`config.mk`:
```
export PLATFORM = sky130hd
export DESIGN_NAME = psos_seq
export DESIGN_NICKNAME = d
export VERILOG_FILES = /design/src/rtl/psos_pkg.sv /design/src/rtl/psos_seq.sv
export SDC_FILE = /design/constraint.sdc
export NUM_CORES = 1
export LEC_CHECK = 0
export BUFFER_PORTS_ARGS = -buffer_cell sky130_fd_sc_hd__buf_2
export CAP_MARGIN = 20
export CORE_ASPECT_RATIO = 1.75
export CORE_MARGIN = 2
export CORE_UTILIZATION = 50
export DETAILED_ROUTE_END_ITERATION = 7
export PLACE_DENSITY = 0.68
export SLEW_MARGIN = 20
export SYNTH_ARGS = -nofsm -noshare
export SYNTH_HDL_FRONTEND = slang
export SYNTH_SLANG_ARGS = --single-unit
```
`constraint.sdc`:
```
create_clock -name mclk -period 7.5 [get_ports mclk]
set_input_delay 0.75 -clock mclk [delete_from_list [all_inputs] [get_ports mclk]]
set_output_delay 0.75 -clock mclk [all_outputs]
set_load 0.01 [all_outputs]
```
`src/rtl/psos_pkg.sv`:
```
package psos_pkg;

    // Clock and millisecond tick
    localparam int CLK_PERIOD_NS = 5;
    localparam int TICK_PERIOD_US = 1000;
    localparam int TICK_CYCLES = TICK_PERIOD_US * 1000 / CLK_PERIOD_NS;
    localparam int TICK_W = 18;

    // Register byte offsets
    localparam logic [7:0] OFS_CTRL = 8'h00;
    localparam logic [7:0] OFS_STATUS = 8'h04;
    localparam logic [7:0] OFS_DLY1P = 8'h08;
    localparam logic [7:0] OFS_DLY1R = 8'h0C;
    localparam logic [7:0] OFS_DLY2P = 8'h10;
    localparam logic [7:0] OFS_DLY3P = 8'h14;
    localparam logic [7:0] OFS_DLY4P = 8'h18;
    localparam logic [7:0] OFS_SEAL = 8'h1C;
    localparam logic [7:0] OFS_ANG_OUT = 8'h20;
    localparam logic [7:0] OFS_ANG_MID = 8'h24;
    localparam logic [7:0] OFS_ANG_IN = 8'h28;
    localparam logic [7:0] OFS_BLD0 = 8'h30;
    localparam int NUM_BLD = 6;

    // Control fields
    localparam int CTRL_W = 5;
    localparam int CTRL_EN_BIT = 0;
    localparam int CTRL_THREE_BIT = 1;
    localparam int CTRL_EARLY_BIT = 2;
    localparam int CTRL_EVT_BIT = 3;
    localparam int CTRL_QUAD_BIT = 4;
    localparam logic [4:0] CTRL_RST = 5'h08;

    // Status fields
    localparam int ST_LATCH_BIT = 0;
    localparam int ST_TRIP_BIT = 1;
    localparam int ST_SEAL_BIT = 2;
    localparam int ST_PKP1_BIT = 3;
    localparam int ST_PKP2_BIT = 4;
    localparam int ST_PKP3_BIT = 5;
    localparam int ST_PKP4_BIT = 6;
    localparam int ST_ARMED_BIT = 7;
    localparam int ST_STATE_LSB = 8;
    localparam int EVT_W = 8;

    // Timer settings in milliseconds
    localparam logic [15:0] DLY1P_RST = 16'h001E;
    localparam logic [15:0] DLY1R_RST = 16'h0032;
    localparam logic [15:0] DLY2P_RST = 16'h0011;
    localparam logic [15:0] DLY3P_RST = 16'h0009;
    localparam logic [15:0] DLY4P_RST = 16'h0011;
    localparam logic [15:0] SEAL_RST = 16'h0190;

    // Limit angles in degrees
    localparam logic [7:0] ANG_OUT_RST = 8'h78;
    localparam logic [7:0] ANG_MID_RST = 8'h5A;
    localparam logic [7:0] ANG_IN_RST = 8'h3C;
    localparam logic [7:0] ANG_MIN = 8'h28;
    localparam logic [7:0] ANG_MAX = 8'h8C;
    localparam logic [7:0] ANG_RIGHT = 8'h5A;

    // Blinder reaches in hundredths of an ohm
    localparam logic [15:0] BLD_RST = 16'h03E8;
    localparam logic [15:0] BLD_MIN = 16'h000A;
    localparam logic [15:0] BLD_MAX = 16'hC350;

    typedef enum logic [2:0] {S_IDLE, S_MID, S_IN, S_ARM, S_ARM_EXIT} psos_state_e;

endpackage

```
`src/rtl/psos_seq.sv`:
```
`timescale 1ns/1ps
`default_nettype none

module psos_seq #(
    parameter int TICK_CYCLES = psos_pkg::TICK_CYCLES
) (
    input wire logic mclk,
    input wire logic srst,
    input wire logic wb_cyc_i,
    input wire logic wb_stb_i,
    input wire logic wb_we_i,
    input wire logic [7:0] wb_adr_i,
    input wire logic [31:0] wb_dat_i,
    input wire logic [3:0] wb_sel_i,
    output logic [31:0] wb_dat_o,
    output logic wb_ack_o,
    input wire logic zone_outer,
    input wire logic zone_middle,
    input wire logic zone_inner,
    input wire logic supv_ok,
    input wire logic block_in,
    output logic swing_block,
    output logic oos_trip,
    output logic evt_valid,
    output logic [7:0] evt_code,
    output logic shape_quad,
    output logic outer_apple,
    output logic [7:0] ang_outer,
    output logic [7:0] ang_middle,
    output logic [7:0] ang_inner,
    output logic [psos_pkg::NUM_BLD-1:0][15:0] blinder_reach
);

    typedef struct packed {
        logic ack;
        logic [31:0] rdat;
        logic [psos_pkg::TICK_W-1:0] tick_cnt;
        logic tick;
        logic [psos_pkg::CTRL_W-1:0] ctrl;
        logic [15:0] dly1p;
        logic [15:0] dly1r;
        logic [15:0] dly2p;
        logic [15:0] dly3p;
        logic [15:0] dly4p;
        logic [15:0] seal;
        logic [7:0] ang_out;
        logic [7:0] ang_mid;
        logic [7:0] ang_in;
        logic [psos_pkg::NUM_BLD-1:0][15:0] bld;
        logic latch;
        logic [15:0] t1;
        logic [15:0] t1r;
        logic [15:0] tseq;
        logic [15:0] tseal;
        logic seal_on;
        psos_pkg::psos_state_e st;
        logic trip;
        logic trip_out;
        logic [7:0] evt_prev;
        logic evt_valid;
        logic [7:0] evt_code;
    } psos_regs_s;

    psos_regs_s q_q;
    psos_regs_s q_d;

    logic en;
    logic three;
    logic z_out;
    logic z_mid;
    logic z_in;
    logic band1;
    logic band2;
    logic band4;
    logic pk1;
    logic pk2;
    logic pk3;
    logic pk4;
    logic armed;
    logic [15:0] status;
    logic req;
    logic wr;
    logic [7:0] boff;
    logic bld_hit;
    logic [31:0] rdv;
    logic [31:0] wv;

    // Saturating millisecond counter, zero when its condition drops
    function automatic logic [15:0] tmr(input logic run, input logic [15:0] cnt, input logic tick);
        logic [15:0] r;
        r = cnt;
        if (!run)
        begin
            r = 16'h0000;
        end
        else if (tick && cnt != 16'hFFFF)
        begin
            r = cnt + 16'h0001;
        end
        return r;
    endfunction

    function automatic logic [31:0] wmerge(input logic [31:0] old, input logic [31:0] dat, input logic [3:0] sel);
        logic [31:0] r;
        r = old;
        for (int b = 0; b < 4; b++)
        begin
            if (sel[b])
            begin
                r[b*8 +: 8] = dat[b*8 +: 8];
            end
        end
        return r;
    endfunction

    assign en = q_q.ctrl[psos_pkg::CTRL_EN_BIT];
    assign three = q_q.ctrl[psos_pkg::CTRL_THREE_BIT];

    assign z_out = en & supv_ok & zone_outer;
    assign z_in = en & supv_ok & zone_inner;
    assign z_mid = en & supv_ok & zone_middle & three;

    assign band1 = z_out & ~(three ? z_mid : z_in);
    assign band2 = z_mid & ~z_in;
    assign band4 = z_out & ~z_in;

    assign pk1 = band1 && q_q.t1 >= q_q.dly1p;
    assign pk2 = q_q.st == psos_pkg::S_MID && band2 && q_q.tseq >= q_q.dly2p;
    assign pk3 = q_q.st == psos_pkg::S_IN && z_in && q_q.tseq >= q_q.dly3p;
    assign pk4 = q_q.st == psos_pkg::S_ARM && band4 && q_q.tseq >= q_q.dly4p;
    assign armed = q_q.st == psos_pkg::S_ARM || q_q.st == psos_pkg::S_ARM_EXIT;

    always_comb
    begin
        status = 16'h0000;
        status[psos_pkg::ST_LATCH_BIT] = q_q.latch;
        status[psos_pkg::ST_TRIP_BIT] = q_q.trip_out;
        status[psos_pkg::ST_SEAL_BIT] = q_q.seal_on;
        status[psos_pkg::ST_PKP1_BIT] = pk1;
        status[psos_pkg::ST_PKP2_BIT] = pk2;
        status[psos_pkg::ST_PKP3_BIT] = pk3;
        status[psos_pkg::ST_PKP4_BIT] = pk4;
        status[psos_pkg::ST_ARMED_BIT] = armed;
        status[psos_pkg::ST_STATE_LSB +: 3] = q_q.st;
    end

    // Register read view, also the base for byte-lane merges
    assign boff = wb_adr_i - psos_pkg::OFS_BLD0;
    assign bld_hit = wb_adr_i >= psos_pkg::OFS_BLD0 && boff[1:0] == 2'h0
        && boff[7:2] < 6'(psos_pkg::NUM_BLD);

    always_comb
    begin
        rdv = 32'h0000_0000;
        case (wb_adr_i)
            psos_pkg::OFS_CTRL: rdv[psos_pkg::CTRL_W-1:0] = q_q.ctrl;
            psos_pkg::OFS_STATUS: rdv[15:0] = status;
            psos_pkg::OFS_DLY1P: rdv[15:0] = q_q.dly1p;
            psos_pkg::OFS_DLY1R: rdv[15:0] = q_q.dly1r;
            psos_pkg::OFS_DLY2P: rdv[15:0] = q_q.dly2p;
            psos_pkg::OFS_DLY3P: rdv[15:0] = q_q.dly3p;
            psos_pkg::OFS_DLY4P: rdv[15:0] = q_q.dly4p;
            psos_pkg::OFS_SEAL: rdv[15:0] = q_q.seal;
            psos_pkg::OFS_ANG_OUT: rdv[7:0] = q_q.ang_out;
            psos_pkg::OFS_ANG_MID: rdv[7:0] = q_q.ang_mid;
            psos_pkg::OFS_ANG_IN: rdv[7:0] = q_q.ang_in;
            default:
            begin
                if (bld_hit)
                begin
                    rdv[15:0] = q_q.bld[boff[4:2]];
                end
            end
        endcase
    end

    assign req = wb_cyc_i & wb_stb_i;
    // Commit on the edge the master samples ack
    assign wr = req & q_q.ack & wb_we_i;
    assign wv = wmerge(rdv, wb_dat_i, wb_sel_i);

    always_comb
    begin
        q_d = q_q;
        q_d.trip = 1'b0;

        q_d.ack = req & ~q_q.ack;
        if (req & ~q_q.ack)
        begin
            q_d.rdat = rdv;
        end
        else if (!req)
        begin
            q_d.rdat = 32'h0000_0000;
        end

        q_d.tick = q_q.tick_cnt == psos_pkg::TICK_W'(TICK_CYCLES - 1);
        q_d.tick_cnt = q_d.tick ? '0 : q_q.tick_cnt + psos_pkg::TICK_W'(1);

        if (wr)
        begin
            case (wb_adr_i)
                psos_pkg::OFS_CTRL: q_d.ctrl = wv[psos_pkg::CTRL_W-1:0];
                psos_pkg::OFS_DLY1P: q_d.dly1p = wv[15:0];
                psos_pkg::OFS_DLY1R: q_d.dly1r = wv[15:0];
                psos_pkg::OFS_DLY2P: q_d.dly2p = wv[15:0];
                psos_pkg::OFS_DLY3P: q_d.dly3p = wv[15:0];
                psos_pkg::OFS_DLY4P: q_d.dly4p = wv[15:0];
                psos_pkg::OFS_SEAL: q_d.seal = wv[15:0];
                psos_pkg::OFS_ANG_OUT:
                begin
                    if (wv[7:0] >= psos_pkg::ANG_MIN && wv[7:0] <= psos_pkg::ANG_MAX)
                    begin
                        q_d.ang_out = wv[7:0];
                    end
                end
                psos_pkg::OFS_ANG_MID:
                begin
                    if (wv[7:0] >= psos_pkg::ANG_MIN && wv[7:0] <= psos_pkg::ANG_MAX)
                    begin
                        q_d.ang_mid = wv[7:0];
                    end
                end
                psos_pkg::OFS_ANG_IN:
                begin
                    if (wv[7:0] >= psos_pkg::ANG_MIN && wv[7:0] <= psos_pkg::ANG_MAX)
                    begin
                        q_d.ang_in = wv[7:0];
                    end
                end
                default:
                begin
                    if (bld_hit && wv[15:0] >= psos_pkg::BLD_MIN && wv[15:0] <= psos_pkg::BLD_MAX)
                    begin
                        q_d.bld[boff[4:2]] = wv[15:0];
                    end
                end
            endcase
        end

        q_d.t1 = tmr(band1, q_q.t1, q_q.tick);
        if (pk1)
        begin
            q_d.latch = 1'b1;
        end
        q_d.t1r = tmr(~z_out & q_q.latch, q_q.t1r, q_q.tick);
        if (~z_out && q_q.latch && q_q.t1r >= q_q.dly1r)
        begin
            q_d.latch = 1'b0;
            q_d.t1r = 16'h0000;
        end

        case (q_q.st)
            psos_pkg::S_IDLE:
            begin
                q_d.tseq = 16'h0000;
                if (pk1)
                begin
                    q_d.st = three ? psos_pkg::S_MID : psos_pkg::S_IN;
                end
            end
            psos_pkg::S_MID:
            begin
                q_d.tseq = tmr(band2, q_q.tseq, q_q.tick);
                if (!z_out)
                begin
                    q_d.st = psos_pkg::S_IDLE;
                end
                else if (pk2)
                begin
                    q_d.st = psos_pkg::S_IN;
                    q_d.tseq = 16'h0000;
                end
            end
            psos_pkg::S_IN:
            begin
                q_d.tseq = tmr(z_in, q_q.tseq, q_q.tick);
                if (!z_out)
                begin
                    q_d.st = psos_pkg::S_IDLE;
                end
                else if (pk3)
                begin
                    q_d.tseq = 16'h0000;
                    if (q_q.ctrl[psos_pkg::CTRL_EARLY_BIT])
                    begin
                        q_d.trip = 1'b1;
                        q_d.st = psos_pkg::S_IDLE;
                    end
                    else
                    begin
                        q_d.st = psos_pkg::S_ARM;
                    end
                end
            end
            psos_pkg::S_ARM:
            begin
                q_d.tseq = tmr(band4, q_q.tseq, q_q.tick);
                // Exit before the dwell completes gives no trip
                if (!z_out)
                begin
                    q_d.st = psos_pkg::S_IDLE;
                end
                else if (pk4)
                begin
                    q_d.st = psos_pkg::S_ARM_EXIT;
                    q_d.tseq = 16'h0000;
                end
            end
            psos_pkg::S_ARM_EXIT:
            begin
                q_d.tseq = 16'h0000;
                if (!z_out)
                begin
                    q_d.trip = 1'b1;
                    q_d.st = psos_pkg::S_IDLE;
                end
            end
            default:
            begin
                q_d.st = psos_pkg::S_IDLE;
                q_d.tseq = 16'h0000;
            end
        endcase

        if (q_q.trip)
        begin
            q_d.seal_on = 1'b1;
            q_d.tseal = 16'h0000;
        end
        else if (q_q.seal_on)
        begin
            q_d.tseal = tmr(1'b1, q_q.tseal, q_q.tick);
            if (q_q.tseal >= q_q.seal)
            begin
                q_d.seal_on = 1'b0;
            end
        end

        // disabled element holds all state idle
        if (!en)
        begin
            q_d.latch = 1'b0;
            q_d.t1 = 16'h0000;
            q_d.t1r = 16'h0000;
            q_d.tseq = 16'h0000;
            q_d.tseal = 16'h0000;
            q_d.seal_on = 1'b0;
            q_d.trip = 1'b0;
            q_d.st = psos_pkg::S_IDLE;
        end

        q_d.trip_out = en & ~block_in & (q_d.trip | q_d.seal_on);

        q_d.evt_prev = status[psos_pkg::EVT_W-1:0];
        q_d.evt_valid = q_q.ctrl[psos_pkg::CTRL_EVT_BIT] && status[psos_pkg::EVT_W-1:0] != q_q.evt_prev;
        q_d.evt_code = status[psos_pkg::EVT_W-1:0];

        if (srst)
        begin
            q_d = '0;
            q_d.ctrl = psos_pkg::CTRL_RST;
            q_d.dly1p = psos_pkg::DLY1P_RST;
            q_d.dly1r = psos_pkg::DLY1R_RST;
            q_d.dly2p = psos_pkg::DLY2P_RST;
            q_d.dly3p = psos_pkg::DLY3P_RST;
            q_d.dly4p = psos_pkg::DLY4P_RST;
            q_d.seal = psos_pkg::SEAL_RST;
            q_d.ang_out = psos_pkg::ANG_OUT_RST;
            q_d.ang_mid = psos_pkg::ANG_MID_RST;
            q_d.ang_in = psos_pkg::ANG_IN_RST;
            for (int k = 0; k < psos_pkg::NUM_BLD; k++)
            begin
                q_d.bld[k] = psos_pkg::BLD_RST;
            end
        end
    end

    always_ff @(posedge mclk)
    begin
        q_q <= q_d;
    end

    assign wb_ack_o = q_q.ack;
    assign wb_dat_o = q_q.rdat;
    assign swing_block = q_q.latch;
    assign oos_trip = q_q.trip_out;
    assign evt_valid = q_q.evt_valid;
    assign evt_code = q_q.evt_code;
    assign shape_quad = q_q.ctrl[psos_pkg::CTRL_QUAD_BIT];
    // apple above right angle, lens otherwise
    assign outer_apple = q_q.ang_out > psos_pkg::ANG_RIGHT;
    assign ang_outer = q_q.ang_out;
    assign ang_middle = q_q.ang_mid;
    assign ang_inner = q_q.ang_in;
    assign blinder_reach = q_q.bld;

endmodule

`default_nettype wire

```
# Word level (Yosys, flattened, before mapping)
# Index checks and enable logic that the tools add are counted.
[op_classes]
n_reduce_logical = 45
n_lt_le_gt_ge = 15
n_bitwise = 25
muxes = 43
n_eq_ne = 26
add_sub_neg = 6
[op_table]
columns = ["operator", "n"]
rows = [
  ["$mux W16", 15],
  ["$bwmux W96", 1],
  ["$ge A16 B16 Y1", 6],
  ["$add A16 B1 Y16 const B", 4],
  ["$ne A16 B16 Y1 const B", 4],
  ["$pmux W8 S8", 1],
  ["$pmux W5 S11", 1],
  ["$bmux W16 S3", 1],
  ["$demux W16 S3", 1],
  ["$pmux W16 S3", 1],
  ["$pmux W3 S11", 1],
  ["$eq A8 B5 Y1 const B", 4],
  ["$eq A8 B6 Y1 const B", 3],
  ["$logic_and A1 B1 Y1", 20],
  ["$add A18 B1 Y18 const B", 1],
  ["$eq A18 B18 Y1 const B", 1],
  ["$mux W3", 6],
  ["$eq A8 B4 Y1 const B", 2],
  ["$ge A16 B4 Y1 const B", 1],
  ["$ge A8 B6 Y1 const B", 2],
  ["$le A16 B16 Y1 const B", 1],
  ["$mux W8", 2],
  ["$reduce_and A2 Y1", 8],
  ["$and A1 B1 Y1", 15],
  ["32 further kinds", 58],
]
[word_totals]
elab_cells = 191
reg_bits = 337
out_inout_bits = 166
inputBits = 54

# Depth between registers and ports, before layout
[logic_depth]
ltp_word = 13
depth_mapped = 19
depth_no_buf = 12

# Least setup slack after synthesis
# No wires, ideal clock.
[synth_timing]
path_kind = "in2reg"
start = "in wb_adr_i[4]"
end = "reg q_q (netlist bit blinder_reach[22])"
arrival_ns = 4.583
cell_stages = 17
required_time_ns = 7.428
setup_slack_ns = 2.845
path_cell_list = "clkbuf_1 clkbuf_1 inv_1 ha_1 buf_6 or3b_1 a2111o_1 a21o_1 buf_6 o221ai_2 a31oi_1 or3b_4 o31ai_4 nand4b_4 nand4_4 buf_12 mux2i_1"
[synth_between]
elab_chain_len = 10
word_cells_on_any_way = 38
cone_classes = "1 x add/sub; 6 x order compare; 10 x eq/ne; 11 x mux; 1 x bitwise; 9 x reduce/logical"
[synth_rtl]
columns = ["element", "line", "rtl"]
rows = [
  ["start, declared", "psos_seq.sv:12", "input wire logic [7:0] wb_adr_i,"],
  ["$sub A8 B6 Y8 or $ge A8 B6 Y1 (tied branches)", "psos_seq.sv:148, psos_seq.sv:149", ""],
  ["$lt A6 B3 Y1, or another cell as far along", "psos_seq.sv:150", "&& boff[7:2] < 6'(psos_pkg::NUM_BLD);"],
  ["$logic_and A1 B1 Y1 or $mux W16 (tied branches)", "psos_seq.sv:150, psos_seq.sv:171", ""],
  ["$mux W16", "psos_seq.sv:169", "if (bld_hit)"],
  ["$pmux W5 S11, or another cell as far along", "psos_seq.sv:155", "case (wb_adr_i)"],
  ["$mux W8", "psos_seq.sv:108", "if (sel[b])"],
  ["$ge A16 B4 Y1", "psos_seq.sv:233", "if (bld_hit && wv[15:0] >= psos_pkg::BLD_MIN && wv[15:0] <= psos_pkg::BLD_MAX)"],
  ["$logic_and A1 B1 Y1 (2 in a row)", "psos_seq.sv:233", ""],
  ["$reduce_and A3 Y1 (no line)", "-", ""],
  ["end signal, assigned", "psos_seq.sv:381", "q_q <= q_d;"],
  ["end, declared", "psos_seq.sv:64", "psos_regs_s q_q;"],
]
# Several ways; a longest one is shown, not always the timed one. The select of a mux whose other input is x is not followed.
# A chain may end at the register's enable or synchronous reset.

# Worst setup path in the final report
[layout_timing]
start = "in wb_adr_i[4]"
end = "reg q_q (netlist bit blinder_reach[29])"
# The elaborated chain is that of the path after synthesis.

==> out/metrics.cfg <==
[outcome]
outcome=completed

[finish]
final_nets=2438
fin_cells=2790
layout_commonest_cell=dfxtp_1
fill_cells=3610
seqCellArea_mm2=0.00675
area_delta_synth_final_pct=6.35
layout-drive-gt1-share_pct=14.5
multiInputGateArea_mm2=0.0105
fin_util_pct=53.7
diodes=0
layout_common_cells=dfxtp_1, nand2_1, nor2_1

[route]
firstDrtPassIters=7
drc_errors=0
wl_per_cell_um=22.8
vias=16800
totalWireLength_mm=63.7
vias_per_cell=6.01
antenna_left=0
drtIter0Drc=1120

[timing]
finalSetupViolations=0
finalHoldViolCount=0
fin_crit_ns=5.17
max_freq_ghz=0.193
relSlewSlack_pct=23.9
rsz0062_at_grt=false
tightest_slew_ns=1.14
tns_ns=0
holdWs_ns=0.454
finalClockSkew_ns=0.0228
period_share_pct=69.0
slew_viol_final=0
worst_slack_ns=2.33

[clocking]
clk_latency_ns=0.54
cts_root_buffer=clkbuf_16
cts_hold_buf=0
clk_pin_slew_ns=0.06
clk_path_buf_depth=3
postCtsSetupRepairBufs=0
cts_tree=yes
cts_buffers=34
h-tree-depth=2
clock-sinks=337
cts-resized-gates=0

[floorplan]
die_y_um=264
dieArea_mm2=0.0403
io_pins=220
floorplan.initialDensity_pct=50.5
rows=95
die_width_um=153
coreArea_mm2=0.0383

[critical_path]
max_stage_delay_ns=0.59
cp-start-kind=primary input
r2r-start=q_q[21]
slowest_stage=o22ai_1
path_class=in -> reg
cp-startpoint=wb_adr_i[4]
worstPathRequired_ns=7.95
crit_chain=buf_2 > ha_1 > or3b_1 > a2111o_1 > a21o_1 > o22ai_1 > mux2_2 > or3b_4 > o31ai_4 > nand4b_4 > nand4_4 > mux2i_1
end_kind=flop
crit_fanout=18
cp_data_arrival_time_ns=5.63

[global_routing]
overflow=0
grt_max_degree=57
grt.total_usage_pct=30.6
grt_pass1_wl_mm=96.2
antenna_found_initial=2
grt_pass1_vias=16200

[logic_synthesis]
ys.warnings.count=0
synth_ff_type=dfxtp_1
synthCells=2301
ys_types=89
avgSynthCellArea_um2=8.40
seq_area_frac_synth_pct=34.9
synthArstFlopShare_pct=0
synth_edf_count=0
syn-cell-area_mm2=0.0193
synth-seq-cells=337

[pwr]
powerDensity_mw_per_mm2=189
power_leakage_nw=8.86
ir_drop_uv=146

[placed_design]
port_buffers=185
dp_hpwl_mm=47.7
gp_congestion=0.989
pre_cts_ws_ns=2.00
dp_cells=2728

[worst_hold_path]
worstHoldPathType=reg -> reg
min_from=q_q[280]

[job]
max-cap-violations=0

synthesized netlist by cell type (5+ instances only):
cell type    n  share of area (%)
dfxtp_1    337                 35
nand2_1    300                5.8
nor2_1     241                4.7
buf_4      163                6.3
a21oi_1    150                3.9
mux2i_1    148                7.7
inv_1      118                2.3
ha_1       105                6.8
clkbuf_1    82                1.6
o21ai_0     48                1.2
nand3_1     43                1.1
xor2_1      41                1.9
nor3_1      35               0.91
a22oi_1     34                1.3
xnor2_1     33                1.5
nand4_1     29               0.94
o211ai_1    26                1.0
and3_1      25               0.81
a21o_1      24               0.93
mux2_2      22                1.3
nand2b_1    21               0.68
buf_2       18               0.47
a22o_1      16               0.72
o22ai_1     16               0.52
or3_1       16               0.52
a211oi_1    15               0.58
mux4_2      12                1.4
and4_1      10               0.45
nor2b_1     10               0.32
a31oi_1      9               0.29
and2_1       8               0.26
or3b_2       8               0.36
buf_1        7               0.14
o31ai_1      7               0.27
or2_2        7               0.23
a2111oi_0    6               0.27
a211o_1      6               0.27
nor4_1       6               0.19
buf_6        5               0.29
or4_1        5               0.19
cell families (layout without fill, tap and decap cells):
family	count (synthesis)	count (layout)	synth area share, %
other cells	1	16	0.0194
buf+inv	397	386	11.4
flops	337	337	34.9
fa+ha+maj	105	105	6.79
simple gates	800	800	19.5
compound gates	405	405	13.7
mux	182	182	10.3
xor+xnor	74	74	3.35
flip-flops by register name, summed over array words and instances, names as in the netlist:
name,flops
en,1
evt_valid,1
oos_trip,1
swing_block,1
ang_outer,8
wb_dat_o,16
blinder_reach,96
shape_quad,1
ang_inner,8
evt_code,8
ang_middle,8
q_q,187
wb_ack_o,1
power breakdown:
group          internal [mW]  leakage, nW  switching [mW]
Clock                   1.13        0.599           0.747
Sequential              1.79         2.72         0.00174
Combinational         0.0517         5.55           0.159
Total                   2.98         8.86           0.908
cell type report:
type / instances / area share [%]
clock buffer: 51 / 5.05
clock inverter: 11 / 0.906
inverter: 119 / 2.18
multi-input combinational: 1582 / 50.9
sequential: 337 / 32.8
tap: 485 / 2.95
timing repair buffer: 205 / 5.26
routing by layer:
layer | track usage (%) | wire length (µm) | part of all wire, %
met1 | 32.3 | 22500 | 35
met2 | 53.4 | 31300 | 49
met3 | 5.51 | 3920 | 6.2
met4 | 23.5 | 5940 | 9.3
met5 | 0 | 29 | 0.046
worst paths after layout:
kind | end | slack, ns | cells past startpoint
worst min-delay path | q_q[280] | 0.45 | 2
worst max-delay path | blinder_reach[29] | 2.33 | 12
worst min register to register | q_q[280] | 0.45 | 2
worst max register to register | ang_middle[1] | 2.93 | 10
through the flow:
step / instance area [µm²] / power [mW]
after detailed placement: 19300 / 2.03
final: 20600 / 3.88
after CTS: 20600 / 3.89
after global placement: 19300 / 2.03
after floorplan: 19400 / 1.96
after global routing: 20600 / 3.97
critical path, delay by kind of cell:
family	cells	cell delay, ns
AO/OA/AOI/OAI	4	1.76
AND/OR/NAND/NOR	4	1.62
multiplexers	2	0.79
adder cells (fa/ha/maj)	1	0.43
buffers and inverters	1	0.24
No activity file was read; power rests on OpenSTA's default activity.
